**config.mk**
```make
export PLATFORM = sky130hd
export DESIGN_NAME = sds_builder
export DESIGN_NICKNAME = d
export VERILOG_FILES = /design/src/hdl/sds_pct_div.v /design/src/hdl/sds_builder.v
export VERILOG_INCLUDE_DIRS = /design/src /design/src/hdl
export SDC_FILE = /design/constraint.sdc
export NUM_CORES = 2
export LEC_CHECK = 0
export BUFFER_PORTS_ARGS = -buffer_cell sky130_fd_sc_hd__buf_2
export CAP_MARGIN = 30
export CORE_MARGIN = 2
export CORE_UTILIZATION = 50
export CTS_BUF_LIST = sky130_fd_sc_hd__clkbuf_8
export CTS_CLUSTER_DIAMETER = 60
export DETAILED_ROUTE_END_ITERATION = 8
export PLACE_DENSITY = 0.79
export SLEW_MARGIN = 20
export SYNTH_ARGS = -nofsm -noshare
export SYNTH_HDL_FRONTEND = slang
export SYNTH_SLANG_ARGS = --single-unit
```
**constraint.sdc**
```tcl
create_clock -name ref_clk -period 18.72 [get_ports ref_clk]
set_clock_uncertainty 0.15 [all_clocks]
set_input_delay 3.744 -clock ref_clk [delete_from_list [all_inputs] [get_ports ref_clk]]
set_output_delay 3.744 -clock ref_clk [all_outputs]
set_load 0.02 [all_outputs]
```
**src/hdl/sds_defs.vh**
```
// constants for the smart data sector builder
`ifndef SDS_DEFS_VH
`define SDS_DEFS_VH

// register word indices (byte offset = index * 4)
`define SDS_REG_CMD       4'h0
`define SDS_REG_STATUS    4'h1
`define SDS_REG_DATA      4'h2
`define SDS_REG_CFG       4'h3
`define SDS_REG_THRESH    4'h4
`define SDS_REG_SPARE_SEL 4'h5
`define SDS_REG_SPARE_SUM 4'h6
`define SDS_REG_LIFE      4'h7
`define SDS_REG_ERASE_LO  4'h8
`define SDS_REG_ERASE_HI  4'h9
`define SDS_REG_ECC       4'ha
`define SDS_REG_COMMIT    4'hb
`define SDS_REG_WEAR_THR  4'hc

// reset values
`define SDS_RST_CFG       32'h0002_0000
`define SDS_RST_LIFE      32'h0000_0064
`define SDS_PCT_FULL      8'h64

// task file command decode
`define SDS_SIG_CYL_HI    8'hc2
`define SDS_SIG_CYL_LO    8'h4f
`define SDS_FEAT_READ     8'hd0
`define SDS_FEAT_THRESH   8'hd1
`define SDS_FEAT_AUTOSAVE 8'hd2
`define SDS_FEAT_ENABLE   8'hd8
`define SDS_FEAT_DISABLE  8'hd9
`define SDS_FEAT_STATUS   8'hda

// sector layout
`define SDS_VER_OLD       16'h0004
`define SDS_VER_NEW       16'h0010
`define SDS_ENT_SPARE     9'h002
`define SDS_ENT_ERASE     9'h00e
`define SDS_ENT_ECC       9'h01a
`define SDS_ENT_END       9'h026
`define SDS_TAIL_BASE     9'h16a
`define SDS_TAIL_END      9'h18e
`define SDS_LAST_SUM      10'h1fe
`define SDS_CHK_OFS       9'h1ff
`define SDS_SECTOR_END    10'h200
`define SDS_SMART_CAPS    16'h0003

// attribute identifiers and flags
`define SDS_ID_SPARE      8'hc4
`define SDS_ID_ERASE      8'he5
`define SDS_ID_ECC        8'hcb
`define SDS_FLG_PREFAIL   16'h0003
`define SDS_FLG_ADVISORY  16'h0002

`endif

```
**src/hdl/sds_pct_div.v**
```verilog
// sequential divider giving 100 * current / initial, saturated to 100
`timescale 1ns/10ps
`default_nettype none
`include "sds_defs.vh"
module sds_pct_div #(
    parameter W = 16
) (
    // clock and reset
    input wire ref_clk,
    input wire rst,
    // request
    input wire start,
    input wire [W-1:0] cur,
    input wire [W-1:0] init,
    // result
    output reg [7:0] pct_reg,
    output reg busy_reg
);
    localparam NUMW = W + 7;

    reg [NUMW-1:0] num_reg;
    reg [NUMW-1:0] q_reg;
    reg [W:0] rem_reg;
    reg [W-1:0] den_reg;
    reg [5:0] cnt_reg;

    wire [W-1:0] cur_c = (cur > init) ? init : cur;
    wire [NUMW-1:0] prod = {7'b0, cur_c} * {{(NUMW-8){1'b0}}, `SDS_PCT_FULL};
    wire [W:0] trial = {rem_reg[W-1:0], num_reg[NUMW-1]};
    wire fit = (trial >= {1'b0, den_reg});
    wire [NUMW-1:0] q_next = {q_reg[NUMW-2:0], fit};

    // ----------------------------------------
    // restoring division, one quotient bit per clock
    // ----------------------------------------
    always @(posedge ref_clk or posedge rst) begin
        if (rst) begin
            num_reg <= {NUMW{1'b0}};
            q_reg <= {NUMW{1'b0}};
            rem_reg <= {(W+1){1'b0}};
            den_reg <= {W{1'b0}};
            cnt_reg <= 6'h00;
            pct_reg <= `SDS_PCT_FULL;
            busy_reg <= 1'b0;
        end else if (start) begin
            num_reg <= prod;
            den_reg <= init;
            q_reg <= {NUMW{1'b0}};
            rem_reg <= {(W+1){1'b0}};
            cnt_reg <= NUMW[5:0];
            busy_reg <= 1'b1;
        end else if (busy_reg) begin
            num_reg <= {num_reg[NUMW-2:0], 1'b0};
            q_reg <= q_next;
            rem_reg <= fit ? (trial - {1'b0, den_reg}) : trial;
            cnt_reg <= cnt_reg - 6'h01;
            if (cnt_reg == 6'h01) begin
                busy_reg <= 1'b0;
                // no spares defined counts as untouched
                pct_reg <= (den_reg == {W{1'b0}}) ? `SDS_PCT_FULL : q_next[7:0];
            end
        end
    end
endmodule
`default_nettype wire

```
**src/hdl/sds_builder.v**
```verilog
// smart read-data sector builder with avalon-mm register slave
`timescale 1ns/10ps
`default_nettype none
`include "sds_defs.vh"
module sds_builder #(
    parameter CNT_W = 16
) (
    // clock and reset
    input wire ref_clk,
    input wire rst,
    // avalon-mm slave
    input wire [7:0] avs_address,
    input wire avs_read,
    input wire avs_write,
    input wire [31:0] avs_writedata,
    input wire [3:0] avs_byteenable,
    output reg [31:0] avs_readdata,
    output reg avs_waitrequest
);
    // ----------------------------------------
    // states
    // ----------------------------------------
    localparam ST_IDLE = 3'd0;
    localparam ST_SUM = 3'd1;
    localparam ST_LO = 3'd2;
    localparam ST_HI = 3'd3;
    localparam ST_HOLD = 3'd4;
    localparam ST_WAIT = 3'd5;

    // ----------------------------------------
    // state and storage
    // ----------------------------------------
    reg [2:0] state_reg;
    reg [9:0] idx_reg;
    reg [7:0] sum_reg;
    reg [7:0] chk_reg;
    reg [15:0] word_reg;
    reg abort_reg;
    reg done_reg;
    reg thr_reg;
    reg [7:0] spare_worst_reg;
    reg [7:0] erase_worst_reg;
    reg div_start_reg;
    reg [31:0] regs_reg [0:12];
    reg [31:0] rd_next;
    reg [7:0] gen_byte;
    reg [8:0] off;
    integer i;

    // ----------------------------------------
    // register fields
    // ----------------------------------------
    wire layout_new = regs_reg[`SDS_REG_CFG][0];
    wire global_wl = regs_reg[`SDS_REG_CFG][1];
    wire global_bbm = regs_reg[`SDS_REG_CFG][2];
    wire [15:0] content_ver = regs_reg[`SDS_REG_CFG][31:16];
    wire [7:0] spare_thr = regs_reg[`SDS_REG_THRESH][7:0];
    wire [7:0] erase_thr = regs_reg[`SDS_REG_THRESH][15:8];
    wire [15:0] sel_init = regs_reg[`SDS_REG_SPARE_SEL][15:0];
    wire [15:0] sel_cur = regs_reg[`SDS_REG_SPARE_SEL][31:16];
    wire [15:0] sum_init = regs_reg[`SDS_REG_SPARE_SUM][15:0];
    wire [15:0] sum_cur = regs_reg[`SDS_REG_SPARE_SUM][31:16];
    wire [7:0] life = regs_reg[`SDS_REG_LIFE][7:0];
    wire [63:0] erase_total = {regs_reg[`SDS_REG_ERASE_HI], regs_reg[`SDS_REG_ERASE_LO]};
    wire [31:0] ecc_count = regs_reg[`SDS_REG_ECC];
    wire [31:0] commit_cnt = regs_reg[`SDS_REG_COMMIT];
    wire [31:0] wear_thr = regs_reg[`SDS_REG_WEAR_THR];

    // ----------------------------------------
    // spare percentage
    // ----------------------------------------
    wire [7:0] spare_val;
    wire div_busy;

    sds_pct_div #(
        .W(CNT_W)
    ) u_div (
        .ref_clk(ref_clk),
        .rst(rst),
        .start(div_start_reg),
        .cur(sel_cur[CNT_W-1:0]),
        .init(sel_init[CNT_W-1:0]),
        .pct_reg(spare_val),
        .busy_reg(div_busy)
    );

    // ----------------------------------------
    // avalon decode
    // ----------------------------------------
    wire [3:0] ridx = avs_address[5:2];
    wire mapped = (avs_address[7:6] == 2'b00) && (ridx <= `SDS_REG_WEAR_THR);
    wire writable = mapped && (ridx != `SDS_REG_STATUS) && (ridx != `SDS_REG_DATA);
    wire req = (avs_read || avs_write) && avs_waitrequest;
    wire busy = (state_reg != ST_IDLE);
    wire data_rd = avs_read && mapped && (ridx == `SDS_REG_DATA);
    wire stall = data_rd && busy && (state_reg != ST_HOLD);
    wire take = req && !stall;
    wire pop = take && data_rd && (state_reg == ST_HOLD);
    wire cmd_go = take && avs_write && mapped && (ridx == `SDS_REG_CMD) && !busy;
    wire [7:0] feat = avs_writedata[7:0];
    wire sig_ok = (avs_writedata[15:8] == `SDS_SIG_CYL_LO) &&
                  (avs_writedata[23:16] == `SDS_SIG_CYL_HI);

    // ----------------------------------------
    // sector contents
    // ----------------------------------------
    wire [15:0] ver_word = layout_new ? `SDS_VER_NEW : `SDS_VER_OLD;
    // entries are packed byte 0 in the low bits, so slicing is little endian
    wire [95:0] ent_spare = layout_new ?
        {8'h00, sum_cur, sel_cur, sel_init, spare_worst_reg, spare_val,
         `SDS_FLG_PREFAIL, `SDS_ID_SPARE} :
        {sum_cur, sum_init, sel_cur, sel_init, spare_val,
         `SDS_FLG_PREFAIL, `SDS_ID_SPARE};
    wire [95:0] ent_erase = layout_new ?
        {8'h00, erase_total[47:0], erase_worst_reg, life,
         `SDS_FLG_ADVISORY, `SDS_ID_ERASE} :
        {erase_total, life, `SDS_FLG_ADVISORY, `SDS_ID_ERASE};
    wire [95:0] ent_ecc = layout_new ?
        {24'h0, ecc_count, `SDS_PCT_FULL, `SDS_PCT_FULL,
         `SDS_FLG_ADVISORY, `SDS_ID_ECC} :
        {32'h0, ecc_count, `SDS_PCT_FULL,
         `SDS_FLG_ADVISORY, `SDS_ID_ECC};
    // bytes 362 to 397: off-line and self-test fields zero, caps, then
    // content version at 386, commit, wear threshold, global flags
    wire [287:0] tail = {7'h0, global_bbm, 7'h0, global_wl, wear_thr, commit_cnt,
                         content_ver, 128'h0, `SDS_SMART_CAPS, 48'h0};

    always @* begin
        gen_byte = 8'h00;
        off = 9'h000;
        if (idx_reg[8:0] < `SDS_ENT_SPARE) begin
            gen_byte = ver_word[{idx_reg[0], 3'b000} +: 8];
        end else if (idx_reg[8:0] < `SDS_ENT_ERASE) begin
            off = idx_reg[8:0] - `SDS_ENT_SPARE;
            gen_byte = ent_spare[{off[3:0], 3'b000} +: 8];
        end else if (idx_reg[8:0] < `SDS_ENT_ECC) begin
            off = idx_reg[8:0] - `SDS_ENT_ERASE;
            gen_byte = ent_erase[{off[3:0], 3'b000} +: 8];
        end else if (idx_reg[8:0] < `SDS_ENT_END) begin
            off = idx_reg[8:0] - `SDS_ENT_ECC;
            gen_byte = ent_ecc[{off[3:0], 3'b000} +: 8];
        end else if (idx_reg[8:0] >= `SDS_TAIL_BASE && idx_reg[8:0] < `SDS_TAIL_END) begin
            off = idx_reg[8:0] - `SDS_TAIL_BASE;
            gen_byte = tail[{off[5:0], 3'b000} +: 8];
        end else if (idx_reg[8:0] == `SDS_CHK_OFS) begin
            gen_byte = chk_reg;
        end
    end

    // ----------------------------------------
    // read mux
    // ----------------------------------------
    always @* begin
        rd_next = 32'h0000_0000;
        if (!mapped) begin
            rd_next = 32'h0000_0000;
        end else if (ridx == `SDS_REG_STATUS) begin
            // byte index, done, threshold, abort, data ready, busy
            rd_next = {6'h00, idx_reg, 11'h000, done_reg, thr_reg, abort_reg,
                       (state_reg == ST_HOLD), busy};
        end else if (ridx == `SDS_REG_DATA) begin
            rd_next = (state_reg == ST_HOLD) ? {16'h0000, word_reg} : 32'h0000_0000;
        end else begin
            rd_next = regs_reg[ridx];
        end
    end

    // ----------------------------------------
    // byte-lane merge for register writes
    // ----------------------------------------
    wire [31:0] wr_merged;
    genvar lane;
    generate
        for (lane = 0; lane < 4; lane = lane + 1) begin : g_lane
            assign wr_merged[lane*8 +: 8] = avs_byteenable[lane] ?
                avs_writedata[lane*8 +: 8] : regs_reg[ridx][lane*8 +: 8];
        end
    endgenerate

    // ----------------------------------------
    // bus handshake and register writes
    // ----------------------------------------
    always @(posedge ref_clk or posedge rst) begin
        if (rst) begin
            avs_waitrequest <= 1'b1;
            avs_readdata <= 32'h0000_0000;
            div_start_reg <= 1'b0;
            for (i = 0; i <= 12; i = i + 1) begin
                regs_reg[i] <= 32'h0000_0000;
            end
            regs_reg[`SDS_REG_CFG] <= `SDS_RST_CFG;
            regs_reg[`SDS_REG_LIFE] <= `SDS_RST_LIFE;
        end else begin
            div_start_reg <= 1'b0;
            if (take) begin
                avs_waitrequest <= 1'b0;
                if (avs_read) begin
                    avs_readdata <= rd_next;
                end else if (writable) begin
                    regs_reg[ridx] <= wr_merged;
                    if (ridx == `SDS_REG_SPARE_SEL) begin
                        div_start_reg <= 1'b1;
                    end
                end
            end else begin
                avs_waitrequest <= 1'b1;
            end
        end
    end

    // ----------------------------------------
    // worst values
    // ----------------------------------------
    always @(posedge ref_clk or posedge rst) begin
        if (rst) begin
            spare_worst_reg <= `SDS_PCT_FULL;
            erase_worst_reg <= `SDS_PCT_FULL;
        end else begin
            if (spare_val < spare_worst_reg) begin
                spare_worst_reg <= spare_val;
            end
            if (life < erase_worst_reg) begin
                erase_worst_reg <= life;
            end
        end
    end

    // ----------------------------------------
    // threshold check
    // ----------------------------------------
    wire spare_low = (spare_val < spare_thr);
    wire erase_low = (life < erase_thr);

    always @(posedge ref_clk or posedge rst) begin
        if (rst) begin
            thr_reg <= 1'b0;
        end else begin
            // ecc count is deliberately left out of this check
            thr_reg <= spare_low || erase_low;
        end
    end

    // ----------------------------------------
    // command sequencer
    // ----------------------------------------
    always @(posedge ref_clk or posedge rst) begin
        if (rst) begin
            state_reg <= ST_IDLE;
            idx_reg <= 10'h000;
            sum_reg <= 8'h00;
            chk_reg <= 8'h00;
            word_reg <= 16'h0000;
            abort_reg <= 1'b0;
            done_reg <= 1'b0;
        end else begin
            case (state_reg)
                ST_IDLE: begin
                    if (cmd_go) begin
                        abort_reg <= 1'b0;
                        done_reg <= 1'b0;
                        idx_reg <= 10'h000;
                        sum_reg <= 8'h00;
                        chk_reg <= 8'h00;
                        if (!sig_ok) begin
                            abort_reg <= 1'b1;
                        end else if (feat == `SDS_FEAT_READ) begin
                            state_reg <= ST_WAIT;
                        end else if (feat == `SDS_FEAT_THRESH || feat == `SDS_FEAT_AUTOSAVE ||
                                     feat == `SDS_FEAT_ENABLE || feat == `SDS_FEAT_DISABLE ||
                                     feat == `SDS_FEAT_STATUS) begin
                            done_reg <= 1'b1;
                        end else begin
                            abort_reg <= 1'b1;
                        end
                    end
                end
                ST_WAIT: begin
                    // a running percentage must settle so both passes see one value
                    if (!div_busy) begin
                        state_reg <= ST_SUM;
                    end
                end
                ST_SUM: begin
                    // first pass adds bytes 0..510 to form the checksum
                    sum_reg <= sum_reg + gen_byte;
                    idx_reg <= idx_reg + 10'h001;
                    if (idx_reg == `SDS_LAST_SUM) begin
                        chk_reg <= 8'h00 - (sum_reg + gen_byte);
                        idx_reg <= 10'h000;
                        state_reg <= ST_LO;
                    end
                end
                ST_LO: begin
                    word_reg[7:0] <= gen_byte;
                    idx_reg <= idx_reg + 10'h001;
                    state_reg <= ST_HI;
                end
                ST_HI: begin
                    word_reg[15:8] <= gen_byte;
                    idx_reg <= idx_reg + 10'h001;
                    state_reg <= ST_HOLD;
                end
                ST_HOLD: begin
                    if (pop) begin
                        if (idx_reg == `SDS_SECTOR_END) begin
                            state_reg <= ST_IDLE;
                            done_reg <= 1'b1;
                        end else begin
                            state_reg <= ST_LO;
                        end
                    end
                end
                default: begin
                    state_reg <= ST_IDLE;
                end
            endcase
        end
    end
endmodule
`default_nettype wire

```
# Word level (Yosys, flattened, before mapping)

Cells that the tools add are included.

Equal/unequal tests: 30
Bitwise gates (word level): 3
Mux-type cells: 68
$add $sub $neg: 9
Reductions and logical operators: 45
Order comparisons: 15
Multiply operators: 1
Div/mod/pow operators: 0
Shifts and indexed selects: 5

Operators with widths:

| cell                                                                 | number |
|---|---|
| 416-bit bitwise mux                                                  | 1 |
| 288-bit by 10-bit indexed part select with 8-bit output              | 1 |
| 96-bit by 8-bit indexed part select with 8-bit output                | 3 |
| 32-bit 2-to-1 mux                                                    | 6 |
| 96-bit 2-to-1 mux                                                    | 2 |
| 32-bit binary-select mux with 4-bit select                           | 1 |
| 32-bit demux with 4-bit select                                       | 1 |
| 8-bit 2-to-1 mux                                                     | 13 |
| 16-bit 2-to-1 mux                                                    | 5 |
| 72-bit 2-to-1 mux                                                    | 1 |
| 8-bit equality test, second input constant                           | 7 |
| 23-bit 2-to-1 mux                                                    | 2 |
| 8-bit less-than comparator                                           | 4 |
| 8-bit one-hot mux with 2 select lines                                | 2 |
| 10-bit one-hot mux with 3 select lines                               | 1 |
| 16-bit by 5-bit multiplier with 21-bit output, second input constant | 1 |
| 10-bit 2-to-1 mux                                                    | 2 |
| 1-bit logical AND                                                    | 18 |
| 3-bit 2-to-1 mux                                                     | 6 |
| 3-bit one-hot mux with 6 select lines                                | 1 |
| 17-bit by 16-bit >= comparator with 1-bit output                     | 1 |
| 1-bit 2-to-1 mux                                                     | 17 |
| 16-bit > comparator                                                  | 1 |
| 16-bit zero test                                                     | 1 |
| 53 further kinds                                                     | 78 |

Memories kept: 0
Register bits: 591
Output and inout bits: 33
Input port bits: 48
Memory bits (writable): 0
Bits in latches: 0
Memory bits (read-only): 0

# Depth between registers and ports, before layout

Depth after elaboration: 14
Gate-level depth with buffers: 26

# Modules after synthesis

From an unflattened synthesis, not the netlist that was laid out.

Cells, all modules: 3,026
Area, all modules: 34,568.2 µm²

Modules (own cells, without submodules):

| module      | sequential area each (µm²) | instances | cells an instance | area an instance (µm²) |
|---|---|---|---|---|
| sds_builder | 12,876.1                   | 1         | 2,326             | 28,139.5 |
| sds_pct_div | 1,880.6                    | 1         | 700               | 6,428.7 |

# Worst setup path before layout

No wires, ideal clock.

Path kind: input -> register
Start point: in avs_address[2]
End point: reg regs_reg (netlist bit commit_cnt[10])
Buffers on the path: 3
Arrival time: 6,018 ps
Stages: 8
Required time: 18,445 ps
Slack: 12,428 ps
Cell sequence: buf_2 > buf_1 > mux4_2 > a22oi_1 > o21ai_0 > mux2_2 > buf_2 > mux2_2

Cells in the longest elaborated chain, start to end: 9

Ends and longest elaborated chain:

| what                                     | RTL line          | text |
|---|---|---|
| from (decl)                              | sds_builder.v:12  | `input wire [7:0] avs_address,` |
| 4-bit less-or-equal comparator (no line) | n/a               |  |
| 1-bit logical AND                        | sds_builder.v:91  | `` wire mapped = (avs_address[7:6] == 2'b00) && (ridx <= `SDS_REG_WEAR_THR); `` |
| 1-bit logical AND (2 in a row)           | sds_builder.v:95  | `` wire data_rd = avs_read && mapped && (ridx == `SDS_REG_DATA); `` |
| 1-bit logical AND (2 in a row)           | sds_builder.v:96  | `wire stall = data_rd && busy && (state_reg != ST_HOLD);` |
| 1-bit zero test                          | sds_builder.v:97  | `wire take = req && !stall;` |
| 1-bit logical AND                        | sds_builder.v:97  |  |
| 3-bit AND reduction (no line)            | n/a               |  |
| to (signal, indexed assignment)          | sds_builder.v:191 | `` regs_reg[`SDS_REG_CFG] <= `SDS_RST_CFG; `` |
| to (signal, indexed assignment)          | sds_builder.v:192 | `` regs_reg[`SDS_REG_LIFE] <= `SDS_RST_LIFE; `` |
| to (signal, indexed assignment)          | sds_builder.v:200 | `regs_reg[ridx] <= wr_merged;` |
| to (decl)                                | sds_builder.v:44  | `reg [31:0] regs_reg [0:12];` |

Parallel ways exist; a longest one is shown, timed or not. The select of a mux whose other input is x is not followed.
A chain may end at the register's enable or synchronous reset.

# Final worst setup path

Start point: in avs_address[3]
End point: reg regs_reg (netlist bit erase_total[38])

Same word-level chain as after synthesis.

==> flow_summary.yaml <==
worst_setup_path:
  crit_chain: "buf_6 > nor2b_1 > nand2_1 > nand2_1 > nor3_2 > and2_1 > nand2_1 > buf_4 > mux2_2"
  worst-path-buf-inv: 2
  critical_path_required_ns: 19.15
  cpMostUsedCell: "nand2_1"
  reg2reg_to: "chk_reg[7]"
  r2r_setup_slack_ns: 11.49
  cp_slowest_cell: "nand2_1"
  r2r-start: "idx_reg[1]"
  worstPathMaxFanout: 61
  worstPathArrival_ns: 7.90
  slowest_delay_ns: 0.67
  setup.worst_path.class: "in -> reg"
  crit_start: "avs_address[3]"
  cp-start-kind: "input port"
  cp-end-kind: "register"
  path_delay_family: "simple AND/OR/NAND/NOR gates"
  r2r_cells: 22
grt:
  grt_pass1_wl_mm: 156
  grt_usage_pct: 29.4
  antenna_found_initial: 6
  overflow: 0
  grt_pass1_vias: 25800
  grt_max_degree: 86
sta:
  final-max-slew-violation-count: 0
  min_period_ns: 7.46
  rsz0062_at_grt: "no"
  period_share_pct: 39.9
  max_slew_margin_pct: 20.5
  hold_viol_final: 0
  finalSetupViolCount: 0
  setup-tns-final_ns: 0
  tightest_slew_ns: 1.18
  max_freq_mhz: 134
synthesis:
  synth_cells: 3150
  synth-seq-area-share_pct: 43.8
  syn_area_per_cell_um2: 10.7
  ys_types: 77
  synth_edf_count: 0
  ys_warn_count: 0
  async_reset_ff_share_pct: 100
  synth-main-ff-cell: "dfrtp_1"
  syn-cell-area_um2: 33700
  synth_seq_cells: 589
  synthesis.nets: 3341
clock_tree:
  cts_resized: 0
  cts_tree: "yes"
  clk_latency_ns: 0.73
  cts_max_level: 3
  path_clk_slew_ns: 0.06
  postCtsHoldBufs: 0
  cts_setup_buffers: 0
  clockBufferDepth: 3
  cts_inserted_buffers: 97
  cts_root_buf: "clkbuf_8"
  cts_sinks: 589
pwr:
  p_sw_uw: 1260
  p_per_area_nw_per_um2: 98.8
  p_int_uw: 2350
  peakVddDrop_uv: 62.4
  p_leak_uw: 0.0170
  power_frac_comb_pct: 27.9
  p_total_uw: 3610
  switching_share_pct: 34.9
  pwr-share-seq_pct: 39.9
  power_frac_clock_pct: 32.1
route:
  drt_first_pass_iters: 6
  ant_nets: 0
  drt-total-wl_mm: 102
  drc: 0
  vias: 26400
  avgViaCountPerCell: 6.52
  drt-initial-drc-count: 3114
  wl_per_cell_um: 25.3
cells_and_area:
  area_delta_synth_final_pct: 8.69
  fin_area_um2: 36600
  final_nets: 3289
  final_cell_mix: "dfrtp_1, nand2_1, o21ai_0"
  drive_gt1_share_pct: 23.3
  largest_reg_flops: 221
  final_common_cell: "dfrtp_1"
die:
  row_count: 95
  start_util_pct: 50.3
  io_pins: 81
  die_x_um: 263
  die_area_um2: 69400
  die_h_um: 263
  core_um2: 66900
placement:
  port_buffers: 78
  gp_congestion: 0.990
  post_dp_cell_area_um2: 34500
  hpwlAfterDp_mm: 69.6
outcome:
  status: "complete, no violations"
run:
  cap_violations: 0
worst_hold_path:
  worstHoldPathType: "reg -> reg"
  worstHoldStart: "regs_reg[361]"
  min_to: "regs_reg[361]"
  whs_path_depth: 0
cells in the mapped netlist (all sizes together) (7+ instances only):
| cell type | number | area [um2] |
|---|---|---|
| inv | 103 | 387 |
| a22oi | 40 | 300 |
| dfrtp | 575 | 14400 |
| fa | 13 | 260 |
| and3 | 16 | 100 |
| mux2 | 289 | 3250 |
| a31oi | 19 | 119 |
| a21o | 29 | 218 |
| nor2 | 114 | 428 |
| xor2 | 24 | 210 |
| buf | 106 | 512 |
| a221oi | 22 | 193 |
| o31ai | 13 | 97.6 |
| o21ai | 323 | 1620 |
| a22o | 13 | 114 |
| nand2 | 361 | 1360 |
| o22a | 9 | 78.8 |
| nand2b | 12 | 75.1 |
| or2 | 7 | 43.8 |
| o22ai | 19 | 119 |
| nor2b | 52 | 325 |
| a211oi | 47 | 353 |
| a311oi | 8 | 70.1 |
| o21a | 9 | 67.6 |
| nand3 | 25 | 135 |
| mux4 | 123 | 2770 |
| mux2i | 127 | 1270 |
| clkbuf | 190 | 716 |
| a21oi | 121 | 617 |
| nand4 | 13 | 81.3 |
| and2 | 8 | 50.1 |
| xnor2 | 34 | 298 |
| dfstp | 14 | 368 |
| ha | 130 | 1630 |
| nor3b | 9 | 67.6 |
| nor3 | 38 | 195 |
| nor4 | 8 | 50.1 |
cell type report:
type / instances / area, um2
Timing Repair Buffer: 145 / 1010
Inverter: 105 / 398
Sequential cell: 589 / 14800
Clock buffer: 122 / 1680
Antenna cell: 3 / 7.51
Multi-Input combinational cell: 2160 / 17300
Clock inverter: 55 / 314
Fill cell: 5579 / 30300
Tap cell: 873 / 1090
metal layers:
layer,track usage (%),wire [um],part of all wire (%)
met5,1.59,228,0.22
met4,14.3,5980,5.8
met3,12.3,14300,14
met2,41.7,42800,42
met1,38.7,39100,38
how the worst max path moves through the flow:
stage | to | cells after the start
after floorplan | abort_reg | 1
after global placement | regs_reg[236] | 10
after detailed placement | regs_reg[231] | 10
after CTS | regs_reg[231] | 10
after global routing | chk_reg[7] | 21
final | erase_total[38] | 9
kinds of logic after synthesis:
kind of cell	Yosys count	synth area share, %
AOI/OAI and AO/OA	730	13.3
and+or+nand+nor	690	9.28
DFF	589	43.8
muxes	539	21.7
buffers and inverters	401	4.82
adders and majority gates	143	5.60
xor gates and xnor gates	58	1.51
stage by stage:
step	util [%]	cells	setup WS, ns	hold WS (ns)
finish	54.7	4052	11.26	0.219
global route	54.7	4049	11.16	0.231
CTS	54.5	4041	10.98	0.225
detailed placement	51.5	3864	10.26	0.212
global placement	51.3	3854	10.39	0.210
floorplan	-	3150	6.81	0.274
power by group through the flow:
stage               logic [uW]  clock network (uW)  registers [uW]
floorplan                  706                   0            1420
global placement           943                   0            1460
detailed placement         969                   0            1460
CTS                        974                1170            1440
global route              1090                1230            1450
finish                    1010                1160            1440
Note: power is estimated with default switching activity, not from simulation.
